===== config.mk =====
export PLATFORM = sky130hd
export DESIGN_NAME = fdc_status_compat
export DESIGN_NICKNAME = d
export VERILOG_FILES = /design/src/fdc_compat_pkg.sv /design/src/fdc_status_compat.sv /design/src/xfer_status_flags.sv
export SDC_FILE = /design/constraint.sdc
export NUM_CORES = 1
export LEC_CHECK = 0
export BUFFER_PORTS_ARGS = -buffer_cell sky130_fd_sc_hd__buf_2
export CORE_MARGIN = 2
export CORE_UTILIZATION = 43
export CTS_BUF_LIST = sky130_fd_sc_hd__clkbuf_4
export DETAILED_ROUTE_END_ITERATION = 12
export GPL_ROUTABILITY_DRIVEN = 0
export PLACE_DENSITY = 0.82
export SKIP_LAST_GASP = 1
export SLEW_MARGIN = 10
export SYNTH_ARGS = -nofsm -noshare
export SYNTH_HDL_FRONTEND = slang
export SYNTH_SLANG_ARGS = --single-unit

===== constraint.sdc =====
create_clock -name core_clk_i -period 1.26 [get_ports core_clk_i]
set_clock_uncertainty 0.05 [all_clocks]
set_input_delay 0.252 -clock core_clk_i [delete_from_list [all_inputs] [get_ports core_clk_i]]
set_output_delay 0.252 -clock core_clk_i [all_outputs]
set_load 0.01 [all_outputs]

===== src/fdc_compat_pkg.sv =====
// Package with status byte layout, strap modes and phase codes for the status and compat block
`default_nettype none
package fdc_compat_pkg;

    // Transfer status byte two bit positions
    localparam int unsigned ST2_CONTROL_MARK_BIT = 6;
    localparam int unsigned ST2_CRC_ERROR_BIT    = 5;
    localparam int unsigned ST2_WRONG_CYL_BIT    = 4;
    localparam int unsigned ST2_BAD_CYL_BIT      = 1;
    localparam int unsigned ST2_MISSING_MARK_BIT = 0;

    // Drive state status byte three bit positions
    localparam int unsigned ST3_ZERO_BIT         = 7;
    localparam int unsigned ST3_WRITE_PROT_BIT   = 6;
    localparam int unsigned ST3_ONE_HI_BIT       = 5;
    localparam int unsigned ST3_TRACK_ZERO_BIT   = 4;
    localparam int unsigned ST3_ONE_LO_BIT       = 3;
    localparam int unsigned ST3_HEAD_SIDE_BIT    = 2;
    localparam int unsigned ST3_DRIVE_SEL_HI_BIT = 1;
    localparam int unsigned ST3_DRIVE_SEL_LO_BIT = 0;

    // Values after reset
    localparam logic [7:0] STATUS_TWO_RESET  = 8'h00;
    localparam logic [7:0] RESULT_BYTE_RESET = 8'h00;

    // Track number that marks a hard-error track
    localparam logic [7:0] BAD_TRACK_NUMBER = 8'hFF;

    // Result byte selector
    localparam logic RESULT_SEL_TWO   = 1'b0;
    localparam logic RESULT_SEL_THREE = 1'b1;

    // Controller phase codes
    localparam logic [1:0] PHASE_COMMAND = 2'h0;
    localparam logic [1:0] PHASE_EXECUTE = 2'h1;
    localparam logic [1:0] PHASE_RESULT  = 2'h2;
    localparam logic [1:0] PHASE_IDLE    = 2'h3;

    // Compatibility modes selected by the straps
    typedef enum logic [2:0] {
        MODE_LOW_FIRST  = 3'b001,
        MODE_HIGH       = 3'b010,
        MODE_LOW_SECOND = 3'b100
    } compat_mode_t;

    localparam compat_mode_t MODE_RESET = MODE_HIGH;

endpackage : fdc_compat_pkg
`default_nettype wire


===== src/fdc_status_compat.sv =====
// Status byte result path and strap-selected compatibility logic
// Behaviour
// - Status byte two bits 7, 3 and 2 always read zero.
// - Control mark set on data mark type opposite to command's.
// - Data field CRC failure sets status two bit 5.
// - ID track differing from internal track sets wrong cylinder.
// - Differing ID track equal to FF also sets bad cylinder.
// - No data or deleted data mark found sets bit 0.
// - Status three bit 7 reads zero, bits 5 and 3 read one.
// - Status three bit 6 shows write protect input level.
// - Status three bit 4 shows track zero input level.
// - Status three bit 2 shows head side output level.
// - Status three bits 1 and 0 show drive select outputs.
// - Straps sampled at hardware reset choose one of three modes.
// - Platform strap low: density select active low for high rates.
// - Platform strap high: density select active high for high rates.
// - First low mode always drives DMA request and interrupt.
// - First low mode: terminal count active low, qualified by acknowledge.
// - High mode tristates request and interrupt while gate bit is 0.
// - High mode: terminal count active high, qualified by acknowledge low.
// - Second low mode gates and takes terminal count like high mode.
// - FIFO stays in byte mode after reset until setup enables it.
// - Enabled FIFO bursts only in execution phase, byte mode otherwise.
// - Status bytes appear only as result bytes, never at a port.
`default_nettype none
module fdc_status_compat
    import fdc_compat_pkg::*;
(
    input  wire logic       core_clk_i,
    input  wire logic       nrst_i,
    // Straps
    input  wire logic       platform_strap_i,
    input  wire logic       encoding_strap_i,
    // Drive cable levels
    input  wire logic       write_protect_pin_i,
    input  wire logic       track_zero_pin_i,
    input  wire logic       head_side_pin_i,
    input  wire logic [1:0] drive_select_pins_i,
    // Sector events from the read engine
    input  wire logic       status_clear_i,
    input  wire logic       id_check_i,
    input  wire logic [7:0] id_track_i,
    input  wire logic [7:0] internal_track_i,
    input  wire logic       mark_seen_i,
    input  wire logic       mark_deleted_i,
    input  wire logic       deleted_cmd_i,
    input  wire logic       crc_fail_i,
    input  wire logic       mark_missing_i,
    // Result byte path
    input  wire logic       result_rd_i,
    input  wire logic       result_sel_i,
    output logic      [7:0] result_byte_o,
    output logic            result_valid_o,
    // Density select
    input  wire logic       high_rate_i,
    input  wire logic       polarity_invert_i,
    output logic            density_select_o,
    // DMA and interrupt pins
    input  wire logic       dma_output_gate_i,
    input  wire logic       dma_request_core_i,
    input  wire logic       int_core_i,
    output logic            dma_request_o,
    output logic            dma_request_oe_n_o,
    output logic            int_o,
    output logic            int_oe_n_o,
    input  wire logic       terminal_count_i,
    input  wire logic       dma_acknowledge_n_i,
    output logic            tc_accepted_o,
    // FIFO mode
    input  wire logic       setup_strobe_i,
    input  wire logic       setup_fifo_enable_i,
    input  wire logic [1:0] phase_i,
    output logic            fifo_enabled_o,
    output logic            burst_mode_o,
    output compat_mode_t    compat_mode_o
);

    compat_mode_t mode;
    logic         strap_taken;
    logic         fifo_enabled;
    logic         drive_pins;
    logic         tc_level;
    logic [7:0]   status_two;
    logic [7:0]   status_three;

    // True for modes whose DMA pins and terminal count behave like high mode
    function automatic logic high_style(input compat_mode_t m);
        high_style = (m == MODE_HIGH) || (m == MODE_LOW_SECOND);
    endfunction

    // Platform strap level implied by the mode
    function automatic logic strap_low(input compat_mode_t m);
        strap_low = (m == MODE_LOW_FIRST) || (m == MODE_LOW_SECOND);
    endfunction

    xfer_status_flags u_flags (
        .core_clk_i       (core_clk_i),
        .nrst_i           (nrst_i),
        .clear_i          (status_clear_i),
        .id_check_i       (id_check_i),
        .id_track_i       (id_track_i),
        .internal_track_i (internal_track_i),
        .mark_seen_i      (mark_seen_i),
        .mark_deleted_i   (mark_deleted_i),
        .deleted_cmd_i    (deleted_cmd_i),
        .crc_fail_i       (crc_fail_i),
        .mark_missing_i   (mark_missing_i),
        .status_two_o     (status_two)
    );

    // Straps are caught on the first clock after reset release, then frozen
    always_ff @(posedge core_clk_i) begin
        if (!nrst_i) begin
            mode        <= MODE_RESET;
            strap_taken <= 1'b0;
        end else if (!strap_taken) begin
            strap_taken <= 1'b1;
            case ({platform_strap_i, encoding_strap_i})
                2'b00:   mode <= MODE_LOW_SECOND;
                2'b01:   mode <= MODE_LOW_FIRST;
                default: mode <= MODE_HIGH;
            endcase
        end
    end

    assign compat_mode_o = mode;

    always_comb begin
        status_three                       = 8'h00;
        status_three[ST3_ZERO_BIT]         = 1'b0;
        status_three[ST3_ONE_HI_BIT]       = 1'b1;
        status_three[ST3_ONE_LO_BIT]       = 1'b1;
        status_three[ST3_WRITE_PROT_BIT]   = write_protect_pin_i;
        status_three[ST3_TRACK_ZERO_BIT]   = track_zero_pin_i;
        status_three[ST3_HEAD_SIDE_BIT]    = head_side_pin_i;
        status_three[ST3_DRIVE_SEL_HI_BIT] = drive_select_pins_i[1];
        status_three[ST3_DRIVE_SEL_LO_BIT] = drive_select_pins_i[0];
    end

    // The status bytes leave only through this result read
    always_ff @(posedge core_clk_i) begin
        if (!nrst_i) begin
            result_byte_o  <= RESULT_BYTE_RESET;
            result_valid_o <= 1'b0;
        end else begin
            result_valid_o <= result_rd_i;
            if (result_rd_i) begin
                result_byte_o <= (result_sel_i == RESULT_SEL_THREE) ? status_three
                                                                    : status_two;
            end
        end
    end

    // Density polarity follows the platform strap, flipped by the invert pin
    always_ff @(posedge core_clk_i) begin
        if (!nrst_i) begin
            density_select_o <= 1'b0;
        end else if (strap_low(mode)) begin
            density_select_o <= ~high_rate_i ^ polarity_invert_i;
        end else begin
            density_select_o <= high_rate_i ^ polarity_invert_i;
        end
    end

    assign drive_pins         = !high_style(mode) || dma_output_gate_i;
    assign dma_request_oe_n_o = ~drive_pins;
    assign int_oe_n_o         = ~drive_pins;

    always_ff @(posedge core_clk_i) begin
        if (!nrst_i) begin
            dma_request_o <= 1'b0;
            int_o         <= 1'b0;
        end else begin
            dma_request_o <= dma_request_core_i;
            int_o         <= int_core_i;
        end
    end

    assign tc_level = high_style(mode) ? terminal_count_i : ~terminal_count_i;

    always_ff @(posedge core_clk_i) begin
        if (!nrst_i) begin
            tc_accepted_o <= 1'b0;
        end else begin
            tc_accepted_o <= tc_level && !dma_acknowledge_n_i;
        end
    end

    always_ff @(posedge core_clk_i) begin
        if (!nrst_i) begin
            fifo_enabled <= 1'b0;
        end else if (setup_strobe_i) begin
            fifo_enabled <= setup_fifo_enable_i;
        end
    end

    assign fifo_enabled_o = fifo_enabled;

    always_ff @(posedge core_clk_i) begin
        if (!nrst_i) begin
            burst_mode_o <= 1'b0;
        end else begin
            burst_mode_o <= fifo_enabled && (phase_i == PHASE_EXECUTE);
        end
    end
endmodule // fdc_status_compat
`default_nettype wire


===== src/xfer_status_flags.sv =====
// Sticky flags of the transfer status byte two
`default_nettype none
module xfer_status_flags
    import fdc_compat_pkg::*;
(
    input  wire logic       core_clk_i,
    input  wire logic       nrst_i,
    input  wire logic       clear_i,
    input  wire logic       id_check_i,
    input  wire logic [7:0] id_track_i,
    input  wire logic [7:0] internal_track_i,
    input  wire logic       mark_seen_i,
    input  wire logic       mark_deleted_i,
    input  wire logic       deleted_cmd_i,
    input  wire logic       crc_fail_i,
    input  wire logic       mark_missing_i,
    output logic      [7:0] status_two_o
);

    logic control_mark_flag;
    logic data_field_crc_error;
    logic wrong_cylinder_flag;
    logic bad_cylinder_flag;
    logic missing_data_mark_flag;
    logic track_differs;
    logic mark_mismatch;

    assign track_differs = id_check_i && (id_track_i != internal_track_i);
    assign mark_mismatch = mark_seen_i && (mark_deleted_i != deleted_cmd_i);

    // Each flag: a set in the same cycle as the clear wins
    always_ff @(posedge core_clk_i) begin
        if (!nrst_i) begin
            control_mark_flag <= 1'b0;
        end else if (mark_mismatch) begin
            control_mark_flag <= 1'b1;
        end else if (clear_i) begin
            control_mark_flag <= 1'b0;
        end
    end

    always_ff @(posedge core_clk_i) begin
        if (!nrst_i) begin
            data_field_crc_error <= 1'b0;
        end else if (crc_fail_i) begin
            data_field_crc_error <= 1'b1;
        end else if (clear_i) begin
            data_field_crc_error <= 1'b0;
        end
    end

    always_ff @(posedge core_clk_i) begin
        if (!nrst_i) begin
            wrong_cylinder_flag <= 1'b0;
            bad_cylinder_flag   <= 1'b0;
        end else begin
            if (track_differs) begin
                wrong_cylinder_flag <= 1'b1;
            end else if (clear_i) begin
                wrong_cylinder_flag <= 1'b0;
            end
            if (track_differs && (id_track_i == BAD_TRACK_NUMBER)) begin
                bad_cylinder_flag <= 1'b1;
            end else if (clear_i) begin
                bad_cylinder_flag <= 1'b0;
            end
        end
    end

    always_ff @(posedge core_clk_i) begin
        if (!nrst_i) begin
            missing_data_mark_flag <= 1'b0;
        end else if (mark_missing_i) begin
            missing_data_mark_flag <= 1'b1;
        end else if (clear_i) begin
            missing_data_mark_flag <= 1'b0;
        end
    end

    always_comb begin
        status_two_o                       = STATUS_TWO_RESET;
        status_two_o[ST2_CONTROL_MARK_BIT] = control_mark_flag;
        status_two_o[ST2_CRC_ERROR_BIT]    = data_field_crc_error;
        status_two_o[ST2_WRONG_CYL_BIT]    = wrong_cylinder_flag;
        status_two_o[ST2_BAD_CYL_BIT]      = bad_cylinder_flag;
        status_two_o[ST2_MISSING_MARK_BIT] = missing_data_mark_flag;
    end
endmodule // xfer_status_flags
`default_nettype wire


# ---- Yosys cells after proc, flatten, opt, wreduce, memory -nomap -nowiden
# Cells that the tools add are included.
dict set report totals {
  register_bits 24
  out_inout_bits 20
  word_cells 55
}
dict set report op_classes {
  n_eq_ne 8
  n_bitwise 5
  reduce_logical 16
  mux 11
}
# op count
set op_table {}
lappend op_table {{2-bit nonzero test} 5}
lappend op_table {{1-bit 2-to-1 mux} 9}
lappend op_table {{8-bit equality test, second input constant} 1}
lappend op_table {{8-bit != test} 1}
lappend op_table {{7-bit 2-to-1 mux} 1}
lappend op_table {{3-bit case mux with 2 select lines} 1}
lappend op_table {{1-bit logical AND} 5}
lappend op_table {{2-bit by 1-bit equality test with 1-bit output, second input constant} 2}
lappend op_table {{3-bit by 1-bit equality test with 1-bit output, second input constant} 1}
lappend op_table {{3-bit by 2-bit equality test with 1-bit output, second input constant} 1}
lappend op_table {{3-bit equality test, second input constant} 1}
lappend op_table {{1-bit logical OR} 3}
lappend op_table {{1-bit inverter} 3}
lappend op_table {{1-bit logical NOT} 2}
lappend op_table {{2-bit logical NOT} 1}
lappend op_table {{1-bit XOR} 2}
lappend op_table {{1-bit != test} 1}

# ---- Depth between registers and ports, before layout
# Gate-level depths: netlist (run 1).
dict set report depth {
  ltp_word 5
  ltp_mapped 4
  mapped_depth_nobuf 4
}

# ---- Hierarchy
# From an unflattened synthesis (run 1), not the netlist that was laid out.
dict set report unflattened {
  cells_unflattened 114
  area_unflattened_um2 1072.3
}
# module n_inst area_each_um2 cells_each seq_area_each_um2
set modules_own_cells {}
lappend modules_own_cells {fdc_status_compat 1 724.4 74 380.4}
lappend modules_own_cells {xfer_status_flags 1 347.8 40 100.1}

# ---- Worst setup path before layout (run 1)
# Ideal clock, no wire load.
dict set report synth_timing {
  path_type {flip-flop to output port}
  startpoint {register mode[2], in the netlist compat_mode_o[2]}
  endpoint {output int_oe_n_o}
  arrival_ns 1.060
  path_slack_ns -0.102
  required_ns 0.958
  stages_incl_launch_ff 4
  cell_sequence {dfxtp_1 > xnor2_1 > nor3_1 > buf_4}
}
dict set report synth_between {
  elab_chain_len 5
  elab_cells_between_ends 6
}
# item line
set synth_rtl {}
lappend synth_rtl {{from (decl)} fdc_status_compat.sv:78} ;# compat_mode_t mode;
lappend synth_rtl {{from (signal assigned)} fdc_status_compat.sv:114} ;# mode <= MODE_RESET;
lappend synth_rtl {{from (signal assigned)} fdc_status_compat.sv:119} ;# 2'b00: mode <= MODE_LOW_SECOND;
lappend synth_rtl {{from (signal assigned)} fdc_status_compat.sv:120} ;# 2'b01: mode <= MODE_LOW_FIRST;
lappend synth_rtl {{3-bit by 2-bit equality test with 1-bit output or 3-bit equality test (tied branches)} fdc_status_compat.sv:88} ;# high_style = (m == MODE_HIGH) || (m == MODE_LOW_SECOND);
lappend synth_rtl {{1-bit logical OR (*)} fdc_status_compat.sv:88}
lappend synth_rtl {{1-bit logical NOT (*)} fdc_status_compat.sv:165} ;# assign drive_pins = !high_style(mode) || dma_output_gate_i;
lappend synth_rtl {{1-bit logical OR (*)} fdc_status_compat.sv:165}
lappend synth_rtl {{1-bit inverter (*)} -}
lappend synth_rtl {{to (decl)} fdc_status_compat.sv:65} ;# output logic int_oe_n_o,
# Every way passes the cells marked *; elsewhere a longest branch is shown, timed or not.

# ---- Worst setup path in the final report (run 1)
dict set report layout_timing {
  startpoint {register mode[2], in the netlist compat_mode_o[2]}
  endpoint {output int_oe_n_o}
}
dict set report layout_between {
  elab_chain_len 5
  elab_cells_between_ends 6
}
# item line
set layout_rtl {}
lappend layout_rtl {{3-bit by 2-bit equality test with 1-bit output or 3-bit equality test (tied branches)} fdc_status_compat.sv:88}
lappend layout_rtl {{1-bit logical OR (*)} fdc_status_compat.sv:88}
lappend layout_rtl {{1-bit logical NOT (*)} fdc_status_compat.sv:165}
lappend layout_rtl {{1-bit logical OR (*)} fdc_status_compat.sv:165}
lappend layout_rtl {{1-bit inverter (*)} fdc_status_compat.sv:167} ;# assign int_oe_n_o = ~drive_pins;
# Marked as above.

==> impl_metrics.env, run 1 <==
export IMPL_status="complete, but fails checks"
export IMPL_violations="negative setup slack"
export IMPL_synth_xor_area_share_pct=11.31
export IMPL_floorplan_initialDensity_pct=45.46
export IMPL_p_int_mw=1.071
export IMPL_power_net_switching_mw=0.3542
export IMPL_fmax_mhz=714.8
export IMPL_synthSimpleGateAreaFrac_pct=19.97
export IMPL_nets=212
export IMPL_syn_inst=100
export IMPL_worst_hold_slack_ps=97.89
export IMPL_finalHoldViolations=0
export IMPL_first_pass_iters=2
export IMPL_critPathCaptureType="output pin"
export IMPL_worst_skew_pair_late_latency_ps=300
export IMPL_finalCritPeriodShare_pct=111.0
export IMPL_yosysSeqAreaShare_pct=46.23
export IMPL_drc=0
export IMPL_postCtsHoldBufs=0
export IMPL_routedWlPerCell_um=11.40
export IMPL_grt_pass1_vias=886
export IMPL_synth_area_leaders="dfxtp_1, xor2_1, mux2i_1"
export IMPL_vias=934
export IMPL_ys_ff_latch=23
export IMPL_die_height_um=52.13
export IMPL_layout_common_cells="buf_2, dfxtp_1, nor2b_1, xor2_1, mux2i_1"
export IMPL_die_w_um=52.13
export IMPL_layout_drive_gt1_share_pct=46.39
export IMPL_ir_drop_mv=0.6578
export IMPL_area_growth_pct=42.59
export IMPL_place_port_buffers=63
export IMPL_switching_share_pct=24.86
export IMPL_rows=17
export IMPL_min_delay_path_class="input port to flip-flop"
export IMPL_antenna_cells=0
export IMPL_grt_overflow=0
export IMPL_required_ps=960
export IMPL_synth_net_count=145
export IMPL_grt_pass1_wl_um=3574
export IMPL_yosysTopAreaCellShare_pct=46.23
export IMPL_power_mw=1.425
export IMPL_seq_power_share_pct=55.5
export IMPL_worstPathMaxFanout=2
export IMPL_wl_um=2211
export IMPL_clock_tree_buffer_depth=2
export IMPL_drtAntennaViolNets=0
export IMPL_hpwl_um=1718
export IMPL_min_period_ps=1399
export IMPL_cts_tree="yes"
export IMPL_cts_inserted_buffers=3
export IMPL_p_per_area_nw_per_um2=1003
export IMPL_synth_mux_area_share_pct=7.035
export IMPL_grt_use_total_pct=17.93
export IMPL_clkSinkCount=23
export IMPL_synth_fa_ha_area_share_pct=0
export IMPL_synth_top_family_by_area="simple AND/OR/NAND/NOR gates"
export IMPL_yosysTopAreaCell="dfxtp_1"
export IMPL_startpoint_type="flip-flop"
export IMPL_drv_cap=0
export IMPL_coreArea_sq_um=2191
export IMPL_setup_violations=4
export IMPL_htree_levels=1
export IMPL_rsz0062_at_grt="true"
export IMPL_drtIter0Drc=2
export IMPL_viasPerCell=4.814
export IMPL_clk_pin_slew_ps=120
export IMPL_synth_warnings=0
export IMPL_synth_compound_area_share_pct=11.93
export IMPL_crit_arrival_ps=1100
export IMPL_timing_final_ws_setup_ps=-139.0
export IMPL_syn_area_per_cell_sq_um=9.960
export IMPL_grt_max_degree=18
export IMPL_die_area_sq_um=2717
export IMPL_ios=65
export IMPL_power_leakage_nw=0.7443
export IMPL_p_comb_share_pct=20.1
export IMPL_root_buffer="clkbuf_4"
export IMPL_yosysUniqueCellTypes=30
export IMPL_synth_area_sq_um=996.0
export IMPL_final_common_cell="buf_2"
export IMPL_clockPowerShare_pct=24.4
export IMPL_critPathKind="flip-flop to output pin"
export IMPL_drv_slew=0
export IMPL_antenna_found_initial=0
## through the flow
stage	setup slack, ps	cell area (sq um)	util (%)	TNS (ps)	std cells
final	-139.0	1420	64.82	-308.7	194
after global placement	29.62	1328	60.59	0	186
after detailed placement	-54.42	1328	60.59	-77.99	186
after global routing	-205.8	1420	64.82	-643.4	194
after floorplan	23.36	1001	-	0	100
after CTS	-154.1	1396	63.74	-348.5	192
## layout make-up
class,count,area (sq um)
Fill cell,189,770.7
Timing Repair Buffer,68,359.1
Sequential cell,23,467.9
Tap cell,28,35.03
Multi-Input combinational cell,71,528.0
Clock buffer,4,30.03
## path summary, 6_finish.rpt
kind | startpoint | cells after the start | slack [ps] | to
worst max register to register | compat_mode_o[2] | 4 | -30 | density_select_o
worst min-delay path | dma_request_core_i | 2 | 100 | dma_request_o
worst min register to register | u_flags.wrong_cylinder_flag | 1 | 420 | u_flags.wrong_cylinder_flag
worst max-delay path | compat_mode_o[2] | 3 | -140 | int_oe_n_o
## registers in the layout, summed over array words and instances (netlist names)
| register | flops |
|---|---|
| tc_accepted_o | 1 |
| u_flags.wrong_cylinder_flag | 1 |
| u_flags.data_field_crc_error | 1 |
| density_select_o | 1 |
| compat_mode_o | 3 |
| u_flags.missing_data_mark_flag | 1 |
| strap_taken | 1 |
| result_byte_o | 7 |
| int_o | 1 |
| fifo_enabled_o | 1 |
| u_flags.control_mark_flag | 1 |
| u_flags.bad_cylinder_flag | 1 |
| burst_mode_o | 1 |
| dma_request_o | 1 |
| result_valid_o | 1 |
## cell families (layout without fill, tap and decap cells)
group,after synthesis,after routing
simple gates,34,34
mux,7,7
xor+xnor,12,12
buf+inv,6,72
compound gates,17,17
other cells,1,1
flops,23,23
## synth_stat cells
| cell type | number |
|---|---|
| nand2b_1 | 1 |
| dfxtp_1 | 23 |
| clkbuf_1 | 3 |
| or3_1 | 1 |
| and4bb_1 | 1 |
| o211a_1 | 4 |
| a21o_1 | 1 |
| o21ai_0 | 3 |
| nor3b_1 | 1 |
| a21oi_1 | 5 |
| mux2i_1 | 7 |
| nor4_1 | 2 |
| and3_1 | 1 |
| conb_1 | 1 |
| nor3_1 | 3 |
| and4b_1 | 1 |
| buf_4 | 2 |
| xnor2_2 | 1 |
| a21boi_0 | 1 |
| nand2_1 | 6 |
| nor2b_1 | 9 |
| and2_1 | 3 |
| nand4_1 | 2 |
| nand3_1 | 1 |
| buf_2 | 1 |
| xnor2_1 | 2 |
| a22o_1 | 1 |
| xor2_1 | 9 |
| o21a_1 | 2 |
| nor2_1 | 2 |
## metal layers
metal  wire length, um  global-route usage [%]  vias to the layer above
met5                 0                       0                        -
met4                37                   6.579                        0
met3               181                   3.448                        5
met2              1171                   34.39                       44
li1                  -                       -                      476
met1               820                   18.96                      409
## power by group through the flow
stage,clock (mW),sequential (mW),combinational [mW]
after floorplan,0,0.821,0.123
after global placement,0,0.806,0.257
after CTS,0.364,0.793,0.280
after global routing,0.395,0.797,0.320
after detailed placement,0,0.808,0.267
final,0.348,0.791,0.286
## worst max-delay path, stage by stage (launching register included)
cell,delay (ps)
dfxtp_4,380
xnor2_4,140
nor3_2,110
buf_2,150
## what timing repair did
item	4_1_cts	5_1_grt
gates resized for setup	5	2
endpoints found under the setup margin	2	5
pin swaps	0	0
buffers inserted	2	2
Note: power is estimated with default switching activity, not from simulation.
==> run 2, diff against run 1 <==
--- a/config.mk
+++ b/config.mk
@@ -6,12 +6,13 @@
 export NUM_CORES = 1
 export LEC_CHECK = 0
 export BUFFER_PORTS_ARGS = -buffer_cell sky130_fd_sc_hd__buf_2
+export CORE_ASPECT_RATIO = 1.4
 export CORE_MARGIN = 2
-export CORE_UTILIZATION = 43
+export CORE_UTILIZATION = 39
 export CTS_BUF_LIST = sky130_fd_sc_hd__clkbuf_4
 export DETAILED_ROUTE_END_ITERATION = 12
 export GPL_ROUTABILITY_DRIVEN = 0
-export PLACE_DENSITY = 0.82
+export PLACE_DENSITY = 0.78
 export SKIP_LAST_GASP = 1
 export SLEW_MARGIN = 10
 export SYNTH_ARGS = -nofsm -noshare
==> constraint.sdc (replaced) <==
create_clock -name core_clk_i -period 1.1 [get_ports core_clk_i]
set_clock_uncertainty 0.05 [all_clocks]
set_input_delay 0.22 -clock core_clk_i [delete_from_list [all_inputs] [get_ports core_clk_i]]
set_output_delay 0.22 -clock core_clk_i [all_outputs]
set_load 0.01 [all_outputs]
==> impl_metrics.env, run 2 (same netlist as run 1, synthesis figures left out) <==
export IMPL_status="complete, but fails checks"
export IMPL_violations="negative setup slack"
export IMPL_required_ps=830
export IMPL_cts_inserted_buffers=3
export IMPL_dp_cells=193
export IMPL_finalCritPeriodShare_pct=124.0
export IMPL_power_leakage_nw=0.7791
export IMPL_drv_cap=0
export IMPL_floorplan_initialDensity_pct=41.20
export IMPL_fillers=211
export IMPL_regMostFlops="result_byte_o"
export IMPL_antenna_cells=0
export IMPL_p_per_area_nw_per_um2=1084
export IMPL_final_common_cell="buf_2"
export IMPL_ios=65
export IMPL_worst_skew_pair_late_latency_ps=300
export IMPL_antenna_found_initial=0
export IMPL_grt_use_total_pct=16.22
export IMPL_drtIter0Drc=8
export IMPL_drv_slew=0
export IMPL_slowest_stage="dfxtp_4"
export IMPL_postCtsHoldBufs=0
export IMPL_area_growth_pct=51.88
export IMPL_grt_overflow=0
export IMPL_drc=0
export IMPL_grt_pass1_vias=901
export IMPL_layout_common_cells="buf_2, dfxtp_1, nor2b_1, xor2_1, buf_6"
export IMPL_clkSinkCount=23
export IMPL_htree_levels=1
export IMPL_r2r_setup_slack_ps=-150
export IMPL_die_w_um=46.71
export IMPL_vias=956
export IMPL_cts_tree="yes"
export IMPL_fmax_mhz=733.4
export IMPL_clock_tree_buffer_depth=2
export IMPL_critPathKind="flip-flop to output pin"
export IMPL_ir_drop_mv=0.7833
export IMPL_worstHoldPathCells=2
export IMPL_crit_family="flip-flops"
export IMPL_die_height_um=63.80
export IMPL_crit_chain="xnor2_4 -> nor3_2 -> buf_2"
export IMPL_finalHoldViolations=0
export IMPL_rows=21
export IMPL_clk_pin_slew_ps=120
export IMPL_min_delay_path_class="input port to flip-flop"
export IMPL_drtAntennaViolNets=0
export IMPL_crit_cells=3
export IMPL_fin_cells=204
export IMPL_coreArea_sq_um=2417
export IMPL_power_mw=1.639
export IMPL_viasPerCell=4.686
export IMPL_hpwl_um=1771
export IMPL_startpoint_type="flip-flop"
export IMPL_grt_pass1_wl_um=3581
export IMPL_root_buffer="clkbuf_4"
export IMPL_place_port_buffers=63
export IMPL_largest_reg_flops=7
export IMPL_rsz0062_at_grt="true"
export IMPL_min_period_ps=1363
export IMPL_grt_max_degree=15
export IMPL_setup_violations=7
export IMPL_r2r_worst_path_cells=4
export IMPL_first_pass_iters=3
export IMPL_cpPeakStageDelay_ps=380
export IMPL_timing_final_ws_setup_ps=-263.5
export IMPL_worst_hold_slack_ps=61.29
export IMPL_die_area_sq_um=2980
export IMPL_crit_arrival_ps=1090
export IMPL_critPathCaptureType="output pin"
export IMPL_worstPathMaxFanout=2
export IMPL_wl_um=2296
export IMPL_routedWlPerCell_um=11.25
export IMPL_nets=216
export IMPL_layout_drive_gt1_share_pct=52.94
export IMPL_critPathBufInv=1
-- run 2: cell types whose count changed in the layout (fill, tap and decap cells not counted), moves of 5 or more --
cell / before / now
dfxtp_1: 21 / 13
buf_6: 1 / 9
buf_2: 62 / 57
dfxtp_2: 0 / 8
-- run 2: timing repair --
| action | CTS | global route |
|---|---|---|
| pin swaps | 3 | 1 |
| buffers inserted | 5 | 2 |
| gates resized for setup | 8 | 13 |
| endpoints found under the hold margin | 0 | 0 |
| setup endpoints to repair | 6 | 14 |
-- run 2: per-stage QoR --
stage          utilization, %  setup WS, ps  setup TNS (ps)  area (sq um)
5_1_grt                 62.58        -338.1           -1420          1513
6_report                62.58        -263.5           -1088          1513
2_1_floorplan               -        -85.41          -143.3          1013
4_1_cts                 60.46        -277.8          -987.2          1461
3_3_place_gp            56.06        -106.7          -212.7          1355
3_5_place_dp            56.06        -146.7          -298.7          1355
-- run 2: metal layers --
layer | vias up | wire length [um] | track usage, %
met5 | - | 0 | 0
met1 | 421 | 832 | 16.73
met3 | 4 | 200 | 2.260
li1 | 481 | - | -
met2 | 50 | 1225 | 30.56
met4 | 0 | 38 | 6.250
-- run 2: power breakdown --
group,internal (mW),total (mW),switching (mW),leakage (nW)
registers,0.882,0.910,0.0285,0.194
logic,0.203,0.354,0.151,0.567
clock network,0.136,0.375,0.239,0.0177
total,1.22,1.64,0.419,0.779
-- run 2: worst paths after layout --
path	endpoint	start
worst max-delay path	int_oe_n_o	compat_mode_o[2]
worst min-delay path	int_o	int_core_i
worst max register to register	density_select_o	compat_mode_o[2]
worst min register to register	result_byte_o[2]	result_byte_o[2]
-- run 2: area by class of cell --
type                       instances  area (sq um)  area share, %
sequential                        23         478.0          31.60
multi-input combinational         71         533.0          35.24
clock buffer                       3         22.52          1.489
clock inverter                     1         5.005         0.3309
tap                               34         42.54          2.812
timing repair buffer              72         431.7          28.54
